--- src/trim_bank_pkg.sv ---
// constants shared by the offset trim bank and its per-core output stage
// assumes a 32-bit apb bus with word-aligned registers
package trim_bank_pkg;
  localparam int unsigned TRIM_COUNT = 7;
  localparam int unsigned REG_WIDTH = 16;
  localparam int unsigned TRIM_WIDTH = 12;
  localparam int unsigned TRIM_LSB = 0;
  localparam int unsigned TRIM_MSB = 11;
  localparam int unsigned APB_ADDR_WIDTH = 12;
  // register indices; byte address is four times the index
  localparam logic [9:0] IDX_CONV1_OFFSET_TRIM = 10'h332;
  localparam logic [9:0] IDX_CONV2_INPUT_A_OFFSET_TRIM = 10'h334;
  localparam logic [9:0] IDX_CONV2_INPUT_B_OFFSET_TRIM = 10'h336;
  localparam logic [9:0] IDX_CONV3_INPUT_C_OFFSET_TRIM = 10'h338;
  localparam logic [9:0] IDX_CONV3_INPUT_D_OFFSET_TRIM = 10'h33a;
  localparam logic [9:0] IDX_CONV4_OFFSET_TRIM = 10'h33c;
  localparam logic [9:0] IDX_CONV5_OFFSET_TRIM = 10'h33e;
  localparam logic [9:0] IDX_TRIM_STATUS = 10'h340;
  // storage slots inside the bank; SLOT_NONE marks an address with no slot
  localparam int unsigned SLOT_CONV1 = 0;
  localparam int unsigned SLOT_CONV2_A = 1;
  localparam int unsigned SLOT_CONV2_B = 2;
  localparam int unsigned SLOT_CONV3_C = 3;
  localparam int unsigned SLOT_CONV3_D = 4;
  localparam int unsigned SLOT_CONV4 = 5;
  localparam int unsigned SLOT_CONV5 = 6;
  localparam int unsigned SLOT_NONE = 7;
  localparam logic [15:0] TRIM_RESET_VALUE = 16'h0000;
  localparam logic [11:0] OFFSET_RESET_VALUE = 12'h000;
  // status bits
  localparam int unsigned STAT_FUSE_LOADED_BIT = 0;
  localparam int unsigned STAT_CAL_BUSY_BIT = 1;
endpackage

--- src/trim_select_stage.sv ---
// one core's offset output stage: picks the trim for the sampled input
// assumes trims and select come from logic on the same clock
`timescale 1ns/1ps
`default_nettype none
module trim_select_stage
  import trim_bank_pkg::*;
#(
  parameter int unsigned WIDTH = TRIM_WIDTH
)
(
  input wire logic SYS_CLK_I,
  input wire logic RESET_I,
  input wire logic [WIDTH-1:0] trim_primary_i,
  input wire logic [WIDTH-1:0] trim_alt_i,
  input wire logic use_alt_i,
  output logic [WIDTH-1:0] offset_o
);
  // refused at elaboration, a zero-width offset has no meaning
  if (WIDTH < 1)
  begin : g_width_check
    $error("trim_select_stage: WIDTH must be at least 1");
  end

  // registered so the datapath sees a glitch-free value per clock
  always_ff @(posedge SYS_CLK_I)
  begin
    if (RESET_I)
    begin
      offset_o <= WIDTH'(OFFSET_RESET_VALUE);
    end
    else
    begin
      offset_o <= use_alt_i ? trim_alt_i : trim_primary_i;
    end
  end
endmodule
`default_nettype wire

--- src/converter_offset_trim_bank.sv ---
// offset trim register bank for converter cores 1 to 5, apb slave
// assumes fuse defaults and input selects come from logic on SYS_CLK_I
//
// The APB slave port was decided locally.
`timescale 1ns/1ps
`default_nettype none
module converter_offset_trim_bank
  import trim_bank_pkg::*;
#(
  parameter int unsigned ADDR_WIDTH = APB_ADDR_WIDTH
)
(
  input wire logic SYS_CLK_I,
  input wire logic RESET_I,
  input wire logic PSEL_I,
  input wire logic PENABLE_I,
  input wire logic PWRITE_I,
  input wire logic [ADDR_WIDTH-1:0] PADDR_I,
  input wire logic [31:0] PWDATA_I,
  output logic [31:0] PRDATA_O,
  output logic PREADY_O,
  output logic PSLVERR_O,
  input wire logic [TRIM_COUNT*REG_WIDTH-1:0] FUSE_TRIM_I,
  input wire logic FUSE_VALID_I,
  input wire logic CAL_OFFSET_BUSY_I,
  input wire logic CORE2_SAMPLES_B_I,
  input wire logic CORE3_SAMPLES_D_I,
  output logic [TRIM_WIDTH-1:0] OFFSET_CORE1_O,
  output logic [TRIM_WIDTH-1:0] OFFSET_CORE2_O,
  output logic [TRIM_WIDTH-1:0] OFFSET_CORE3_O,
  output logic [TRIM_WIDTH-1:0] OFFSET_CORE4_O,
  output logic [TRIM_WIDTH-1:0] OFFSET_CORE5_O
);
  // refused at elaboration: the decode slices PADDR_I[11:2]
  if (ADDR_WIDTH < 12 || ADDR_WIDTH > 32)
  begin : g_addr_width_check
    $error("converter_offset_trim_bank: ADDR_WIDTH must be 12 to 32");
  end

  // ****************************************************************
  // address decode
  // ****************************************************************
  logic [REG_WIDTH-1:0] trim_q [TRIM_COUNT];
  logic fuse_loaded_q;
  logic [2:0] slot;
  logic status_hit;
  logic addr_ok;
  logic setup;
  logic access_done;

  function automatic logic [2:0] slot_of(input logic [9:0] idx);
    unique case (idx)
      IDX_CONV1_OFFSET_TRIM: slot_of = 3'(SLOT_CONV1);
      IDX_CONV2_INPUT_A_OFFSET_TRIM: slot_of = 3'(SLOT_CONV2_A);
      IDX_CONV2_INPUT_B_OFFSET_TRIM: slot_of = 3'(SLOT_CONV2_B);
      IDX_CONV3_INPUT_C_OFFSET_TRIM: slot_of = 3'(SLOT_CONV3_C);
      IDX_CONV3_INPUT_D_OFFSET_TRIM: slot_of = 3'(SLOT_CONV3_D);
      IDX_CONV4_OFFSET_TRIM: slot_of = 3'(SLOT_CONV4);
      IDX_CONV5_OFFSET_TRIM: slot_of = 3'(SLOT_CONV5);
      default: slot_of = 3'(SLOT_NONE);
    endcase
  endfunction

  // upper address bits beyond the index must be zero, low two bits too
  always_comb
  begin
    slot = slot_of(PADDR_I[11:2]);
    status_hit = (PADDR_I[11:2] == IDX_TRIM_STATUS);
    addr_ok = (PADDR_I[1:0] == 2'h0) && (ADDR_WIDTH == 12 || (PADDR_I >> 12) == '0);
    if (!addr_ok)
    begin
      slot = 3'(SLOT_NONE);
      status_hit = 1'b0;
    end
    setup = PSEL_I && !PENABLE_I;
    access_done = PSEL_I && PENABLE_I && PREADY_O;
  end

  // ****************************************************************
  // apb answer: one access cycle, no wait states
  // ****************************************************************
  always_ff @(posedge SYS_CLK_I)
  begin
    if (RESET_I)
    begin
      PREADY_O <= 1'b0;
    end
    else
    begin
      PREADY_O <= setup;
    end
  end

  // trim access during calibration is answered with an error and dropped,
  // which keeps a misbehaving driver from disturbing the engine
  always_ff @(posedge SYS_CLK_I)
  begin
    if (RESET_I)
    begin
      PSLVERR_O <= 1'b0;
    end
    else if (setup)
    begin
      PSLVERR_O <= (slot == 3'(SLOT_NONE) && !status_hit) ||
                   (slot != 3'(SLOT_NONE) && CAL_OFFSET_BUSY_I);
    end
    else
    begin
      PSLVERR_O <= 1'b0;
    end
  end

  always_ff @(posedge SYS_CLK_I)
  begin
    if (RESET_I)
    begin
      PRDATA_O <= 32'h0000_0000;
    end
    else if (setup && !PWRITE_I)
    begin
      PRDATA_O <= 32'h0000_0000;
      if (status_hit)
      begin
        PRDATA_O[STAT_FUSE_LOADED_BIT] <= fuse_loaded_q;
        PRDATA_O[STAT_CAL_BUSY_BIT] <= CAL_OFFSET_BUSY_I;
      end
      else if (slot != 3'(SLOT_NONE) && !CAL_OFFSET_BUSY_I)
      begin
        PRDATA_O[REG_WIDTH-1:0] <= trim_q[slot];
      end
    end
    else if (access_done)
    begin
      PRDATA_O <= 32'h0000_0000;
    end
  end

  // ****************************************************************
  // trim storage
  // ****************************************************************
  // fuse defaults are taken once, at the first valid after reset; until
  // then the registers hold the plain reset value or the last apb write
  always_ff @(posedge SYS_CLK_I)
  begin
    if (RESET_I)
    begin
      fuse_loaded_q <= 1'b0;
    end
    else if (FUSE_VALID_I)
    begin
      fuse_loaded_q <= 1'b1;
    end
  end

  // the reserved nibble is stored as written; software keeps it zero
  for (genvar i = 0; i < TRIM_COUNT; i++)
  begin : g_trim
    always_ff @(posedge SYS_CLK_I)
    begin
      if (RESET_I)
      begin
        trim_q[i] <= TRIM_RESET_VALUE;
      end
      else if (!fuse_loaded_q && FUSE_VALID_I)
      begin
        trim_q[i] <= FUSE_TRIM_I[i*REG_WIDTH +: REG_WIDTH];
      end
      else if (access_done && PWRITE_I && !PSLVERR_O && !CAL_OFFSET_BUSY_I &&
               slot == 3'(i))
      begin
        trim_q[i] <= PWDATA_I[REG_WIDTH-1:0];
      end
    end
  end

  // ****************************************************************
  // per-core offset outputs
  // ****************************************************************
  // fields leave as plain unsigned values, no sign extension
  trim_select_stage #(.WIDTH(TRIM_WIDTH)) u_core1
  (
    .SYS_CLK_I(SYS_CLK_I),
    .RESET_I(RESET_I),
    .trim_primary_i(trim_q[SLOT_CONV1][TRIM_MSB:TRIM_LSB]),
    .trim_alt_i(trim_q[SLOT_CONV1][TRIM_MSB:TRIM_LSB]),
    .use_alt_i(1'b0),
    .offset_o(OFFSET_CORE1_O)
  );

  trim_select_stage #(.WIDTH(TRIM_WIDTH)) u_core2
  (
    .SYS_CLK_I(SYS_CLK_I),
    .RESET_I(RESET_I),
    .trim_primary_i(trim_q[SLOT_CONV2_A][TRIM_MSB:TRIM_LSB]),
    .trim_alt_i(trim_q[SLOT_CONV2_B][TRIM_MSB:TRIM_LSB]),
    .use_alt_i(CORE2_SAMPLES_B_I),
    .offset_o(OFFSET_CORE2_O)
  );

  trim_select_stage #(.WIDTH(TRIM_WIDTH)) u_core3
  (
    .SYS_CLK_I(SYS_CLK_I),
    .RESET_I(RESET_I),
    .trim_primary_i(trim_q[SLOT_CONV3_C][TRIM_MSB:TRIM_LSB]),
    .trim_alt_i(trim_q[SLOT_CONV3_D][TRIM_MSB:TRIM_LSB]),
    .use_alt_i(CORE3_SAMPLES_D_I),
    .offset_o(OFFSET_CORE3_O)
  );

  // select tied off: these cores have one trim each
  trim_select_stage #(.WIDTH(TRIM_WIDTH)) u_core4
  (
    .SYS_CLK_I(SYS_CLK_I),
    .RESET_I(RESET_I),
    .trim_primary_i(trim_q[SLOT_CONV4][TRIM_MSB:TRIM_LSB]),
    .trim_alt_i(trim_q[SLOT_CONV4][TRIM_MSB:TRIM_LSB]),
    .use_alt_i(1'b0),
    .offset_o(OFFSET_CORE4_O)
  );

  trim_select_stage #(.WIDTH(TRIM_WIDTH)) u_core5
  (
    .SYS_CLK_I(SYS_CLK_I),
    .RESET_I(RESET_I),
    .trim_primary_i(trim_q[SLOT_CONV5][TRIM_MSB:TRIM_LSB]),
    .trim_alt_i(trim_q[SLOT_CONV5][TRIM_MSB:TRIM_LSB]),
    .use_alt_i(1'b0),
    .offset_o(OFFSET_CORE5_O)
  );
endmodule
`default_nettype wire

--- config.mk ---
export PLATFORM = sky130hd
export DESIGN_NAME = converter_offset_trim_bank
export DESIGN_NICKNAME = d
export VERILOG_FILES = /design/src/trim_bank_pkg.sv /design/src/trim_select_stage.sv /design/src/converter_offset_trim_bank.sv
export SDC_FILE = /design/constraint.sdc
export NUM_CORES = 1
export LEC_CHECK = 0
export ABC_AREA = 1
export BUFFER_PORTS_ARGS = -buffer_cell sky130_fd_sc_hd__buf_2
export CORE_ASPECT_RATIO = 0.5
export CORE_MARGIN = 2
export CORE_UTILIZATION = 45
export DETAILED_ROUTE_END_ITERATION = 10
export GPL_TIMING_DRIVEN = 0
export PLACE_DENSITY_LB_ADDON = 0.12
export SYNTH_ARGS = -nofsm -noshare
export SYNTH_HDL_FRONTEND = slang
export SYNTH_SLANG_ARGS = --single-unit
export TNS_END_PERCENT = 20
--- constraint.sdc ---
create_clock -name SYS_CLK_I -period 5 [get_ports SYS_CLK_I]
set_input_delay 0.75 -clock SYS_CLK_I [delete_from_list [all_inputs] [get_ports SYS_CLK_I]]
set_output_delay 0.75 -clock SYS_CLK_I [all_outputs]
set_load 0.02 [all_outputs]
==> results <==
- The clock network is responsible for 38.5% of the overall power.
- After routing the design area is 10610 um^2.
- The first global-routing pass estimated 42900 um of wire.
- The sequential area share after synthesis is 58.09%.
- The capturing element type of the critical path is a flip-flop.
- The floorplan die width is 198.5 um.
- The signed area change from the synthesized netlist to the final layout is 24.59%.
- The area share of the leading cell type in the synthesized netlist is 39.51%.
- The depth of the CTS H-tree is 4.
- For this design the static power due to leakage is 4.768 nW.
- The initial cell density of the core is 46.06%.
- The capture instance of the worst register-to-register path is trim_q[5][10]$_DFFE_PP_.
- Once detail routing completed, the nets flagged for antenna violations numbered 0.
- The maximum clock insertion buffer count is 2.
- The final max-slew violation count is 0.
- The number of global-route vias before repair is 7497.
- STA puts the critical path data arrival time at 3530 ps.
- In the synthesized netlist the dominant register cell turns out to be sky130_fd_sc_hd__edfxtp_1.
- The post-cts gate resize count is 0.
- The final clock period utilization by the worst path is 69.41%.
- The number of instances on the worst hold path is 2.
- The final hold violation count is 0.
- The placed standard-cell area is 10020 um^2.
- The vias after detailed routing is 7876.
- By startpoint and endpoint, the worst setup path is classified as input pin to flip-flop.
- During placement, the flow inserted port buffers numbering 226.
- In this run the register-to-register setup slack is 2210 ps.
- The beginning of the worst register-to-register path is fuse_loaded_q$_SDFFE_PP0P_.
- Of the cells placed in the final design, the portion with a size suffix greater than 1 is 24.72%.
- Yosys mapped a number of flops with a built-in enable equal to 112.
- Headroom to the max-slew limit came out at 31.51%.
- The transition time of the tightest slew-check pin is 1025 ps.
- The number of different library cells in the post-synthesis netlist is 28.
- The flow ran to the end, and the final reports show no timing, DRC or antenna violations.
- The number of antenna violations at the first check in global routing is 1.
- The worst hold path begins at trim_q[6][0]$_DFFE_PP_.
- The count of final setup violators is 0.
- The internal portion of the total power is 2.629 mW.
- The power density over the cells is 336.4 nW/um^2.
- The final-layout setup total negative slack is 0 ps.
- The final setup skew is 8.926 ps.
- Setup repair after global routing left no endpoint under its margin.
- The clock tree from TritonCTS is built.
- In this run, flip-flops and latches consume 50.5% of the power.
- The detailed placement HPWL is 22410 um.
- The top-level I/O count is 259.
- The destination of the worst hold path is u_core5.offset_o[0]$_SDFF_PP0_.
- The clock transition at the register clock pins on the worst setup and hold paths after CTS is 70 ps.
- Routability-driven placement finished with a final weighted congestion of 0.9474.
- The worst hold path belongs to the class flip-flop to flip-flop.
- At the worst endpoint, the required time is 5060 ps.
- The synthesized cell area is 8512 um^2.
- CTS saw 191 sinks.
- The mean area per synthesized cell is 8.642 um^2.
- The sort of element at the start of the critical path is an input pin.
- The cell type contributing the most total cell area after synthesis is sky130_fd_sc_hd__edfxtp_1.
- The routed length per placed instance is 19.43 um.
- VDD sags by at most 0.2529 mV.
- The cell depth of the worst flop-to-flop path is 7.
- The maximum fanout count along the critical path is 16.
- The number of violations reported at the end of detailed-routing iteration 0 is 694.
- The tightest hold path in the finished design has a slack of 465.8 ps.
- The CTS buffer count is 17.
- The share of total power in combinational logic is 11.0%.
- The total routing usage reported by global routing is 29.57%.
- For this design, the CTS-stage hold fixing added 0 buffers.
- The switching part of the total power is 26.31%.
- Entering global routing, the biggest net connects 18 pins.
- The overall die height is 101.3 um.
- The most frequently used cell type in the post-synthesis netlist is sky130_fd_sc_hd__nand2_1.
- The die covers 20100 um^2.
- Ranked by total cell area, the synthesized netlist is headed by sky130_fd_sc_hd__edfxtp_1 (40%), sky130_fd_sc_hd__dfxtp_1 (19%), sky130_fd_sc_hd__nand2_1 (12%).
- Counting flops and latches in the post-synthesis netlist gives 191.
- The clock network latency to the later pin of the worst-skew pair is 440 ps.
- In the routed layout, each cell is associated on average with a via count of 5.185.
- The highest attainable clock frequency is 0.2881 GHz.
- The net count of the finished layout is 1410.
- The switching power is 938.8 uW.
- The leftover overflow at the end of global routing is 0.
- The sum of routed wire length over all layers is 29510 um.
- The cell sitting at the root of the clock tree is a sky130_fd_sc_hd__clkbuf_16.
- The number of detailed-routing iterations run before antenna repair is 6.
- The synthesized instance count is 985.
- Counting instances in the post-synthesis netlist gives the leading cell types as sky130_fd_sc_hd__nand2_1 (261), sky130_fd_sc_hd__inv_1 (120), sky130_fd_sc_hd__edfxtp_1 (112).
- The region available for standard cell placement spans 18480 um^2.
- The clock period minus worst slack is 3471 ps.
- After layout, the design draws a total of 3.568 mW.
- For this run, the number of Yosys warnings is 0.
- Max-cap violations in this run came to 0.
- The cell row count is 35.
- In this run the post-CTS setup repair buffer count came out at 0.
- For this run, asynchronously set or reset flops after synthesis account for 0%.
- The DRC violation count after routing is 0.
## critical path: stages
cell and delay, ps:
sky130_fd_sc_hd__buf_2 110, sky130_fd_sc_hd__inv_1 60, sky130_fd_sc_hd__nand2_1 120, sky130_fd_sc_hd__nor2_8 180, sky130_fd_sc_hd__nand2_2 100, sky130_fd_sc_hd__nand2_4 140
sky130_fd_sc_hd__nand2_2 90, sky130_fd_sc_hd__nor2_4 360, sky130_fd_sc_hd__inv_2 180, sky130_fd_sc_hd__nor2_4 190, sky130_fd_sc_hd__nand2_2 210, sky130_fd_sc_hd__buf_4 250
sky130_fd_sc_hd__nand2_1 760
## cells by family after synthesis
group	count (synthesis)	synth area share (%)
buf+inv	184	9.363
flops	191	58.09
other cells	1	0.04406
simple gates	400	20.18
compound gates	209	12.32
## final cells by class
type | instances | area, um^2
flip-flops and latches | 191 | 4945
inverters | 122 | 457.9
fillers | 1832 | 7875
clock buffers | 22 | 474.2
multi-input cells | 625 | 2826
well taps | 259 | 324.1
diodes | 2 | 5.005
repair buffers | 226 | 1131
plain buffers | 62 | 339.1
clock inverters | 10 | 102.6
## power by group through the flow
| stage | sequential, mW | combinational [mW] | clock [mW] |
|---|---|---|---|
| floorplan | 1.86 | 0.170 | 0 |
| CTS | 1.80 | 0.388 | 1.37 |
| global placement | 1.83 | 0.383 | 0 |
| global route | 1.81 | 0.427 | 1.43 |
| finish | 1.80 | 0.393 | 1.37 |
| detailed placement | 1.83 | 0.386 | 0 |
## how the worst max path moves through the flow
stage	start	end	cells past startpoint
after global routing	PADDR_I[9]	trim_q[0][0]$_DFFE_PP_	13
after detailed placement	PADDR_I[9]	trim_q[0][9]$_DFFE_PP_	13
final	PADDR_I[9]	trim_q[0][8]$_DFFE_PP_	13
after floorplan	PADDR_I[9]	trim_q[0][0]$_DFFE_PP_	12
after global placement	PADDR_I[9]	trim_q[0][9]$_DFFE_PP_	13
after CTS	PADDR_I[9]	trim_q[0][8]$_DFFE_PP_	13
## state kept, by name, summed over array words and instances (netlist names)
name and count:
trim_q 112, u_core4.offset_o 12, u_core3.offset_o 12, PREADY_O 1, PSLVERR_O 1, u_core1.offset_o 12
fuse_loaded_q 1, PRDATA_O 16, u_core2.offset_o 12, u_core5.offset_o 12
## layer usage
metal	share of wire, %	vias up	GRT usage [%]	wire, um
met4	1.2	2	7.118	358
met5	0.058	-	0	17
met2	44	405	45.70	12920
met1	45	3725	42.63	13170
met3	10	30	6.560	3046
li1	-	3714	-	-
## cells in the final DEF, fill, tap and decap left out, types with 3 or more instances in the layout
cell and n:
sky130_fd_sc_hd__nand2_1 261, sky130_fd_sc_hd__buf_6 3, sky130_fd_sc_hd__o21ai_0 107, sky130_fd_sc_hd__buf_2 233, sky130_fd_sc_hd__nor2_4 5, sky130_fd_sc_hd__nand3_1 49, sky130_fd_sc_hd__nor3_1 10, sky130_fd_sc_hd__conb_1 16
sky130_fd_sc_hd__nand4_1 8, sky130_fd_sc_hd__nor2_2 5, sky130_fd_sc_hd__dfxtp_1 79, sky130_fd_sc_hd__clkinv_4 3, sky130_fd_sc_hd__clkbuf_1 32, sky130_fd_sc_hd__inv_1 120, sky130_fd_sc_hd__a21oi_1 65, sky130_fd_sc_hd__buf_4 20
sky130_fd_sc_hd__clkbuf_16 17, sky130_fd_sc_hd__clkbuf_8 3, sky130_fd_sc_hd__o21ai_1 36, sky130_fd_sc_hd__nor2_1 48, sky130_fd_sc_hd__edfxtp_1 112, sky130_fd_sc_hd__nand2_2 7
## metrics by stage
step | setup WS (ps) | instances | utilization, %
5_1_grt | 1350 | 1517 | 57.36
3_3_place_gp | 1170 | 1485 | 54.24
3_5_place_dp | 1108 | 1485 | 54.24
2_1_floorplan | 2209 | 1000 | -
6_report | 1529 | 1519 | 57.39
4_1_cts | 1551 | 1517 | 57.36
Power figures use the tool's default switching activity.
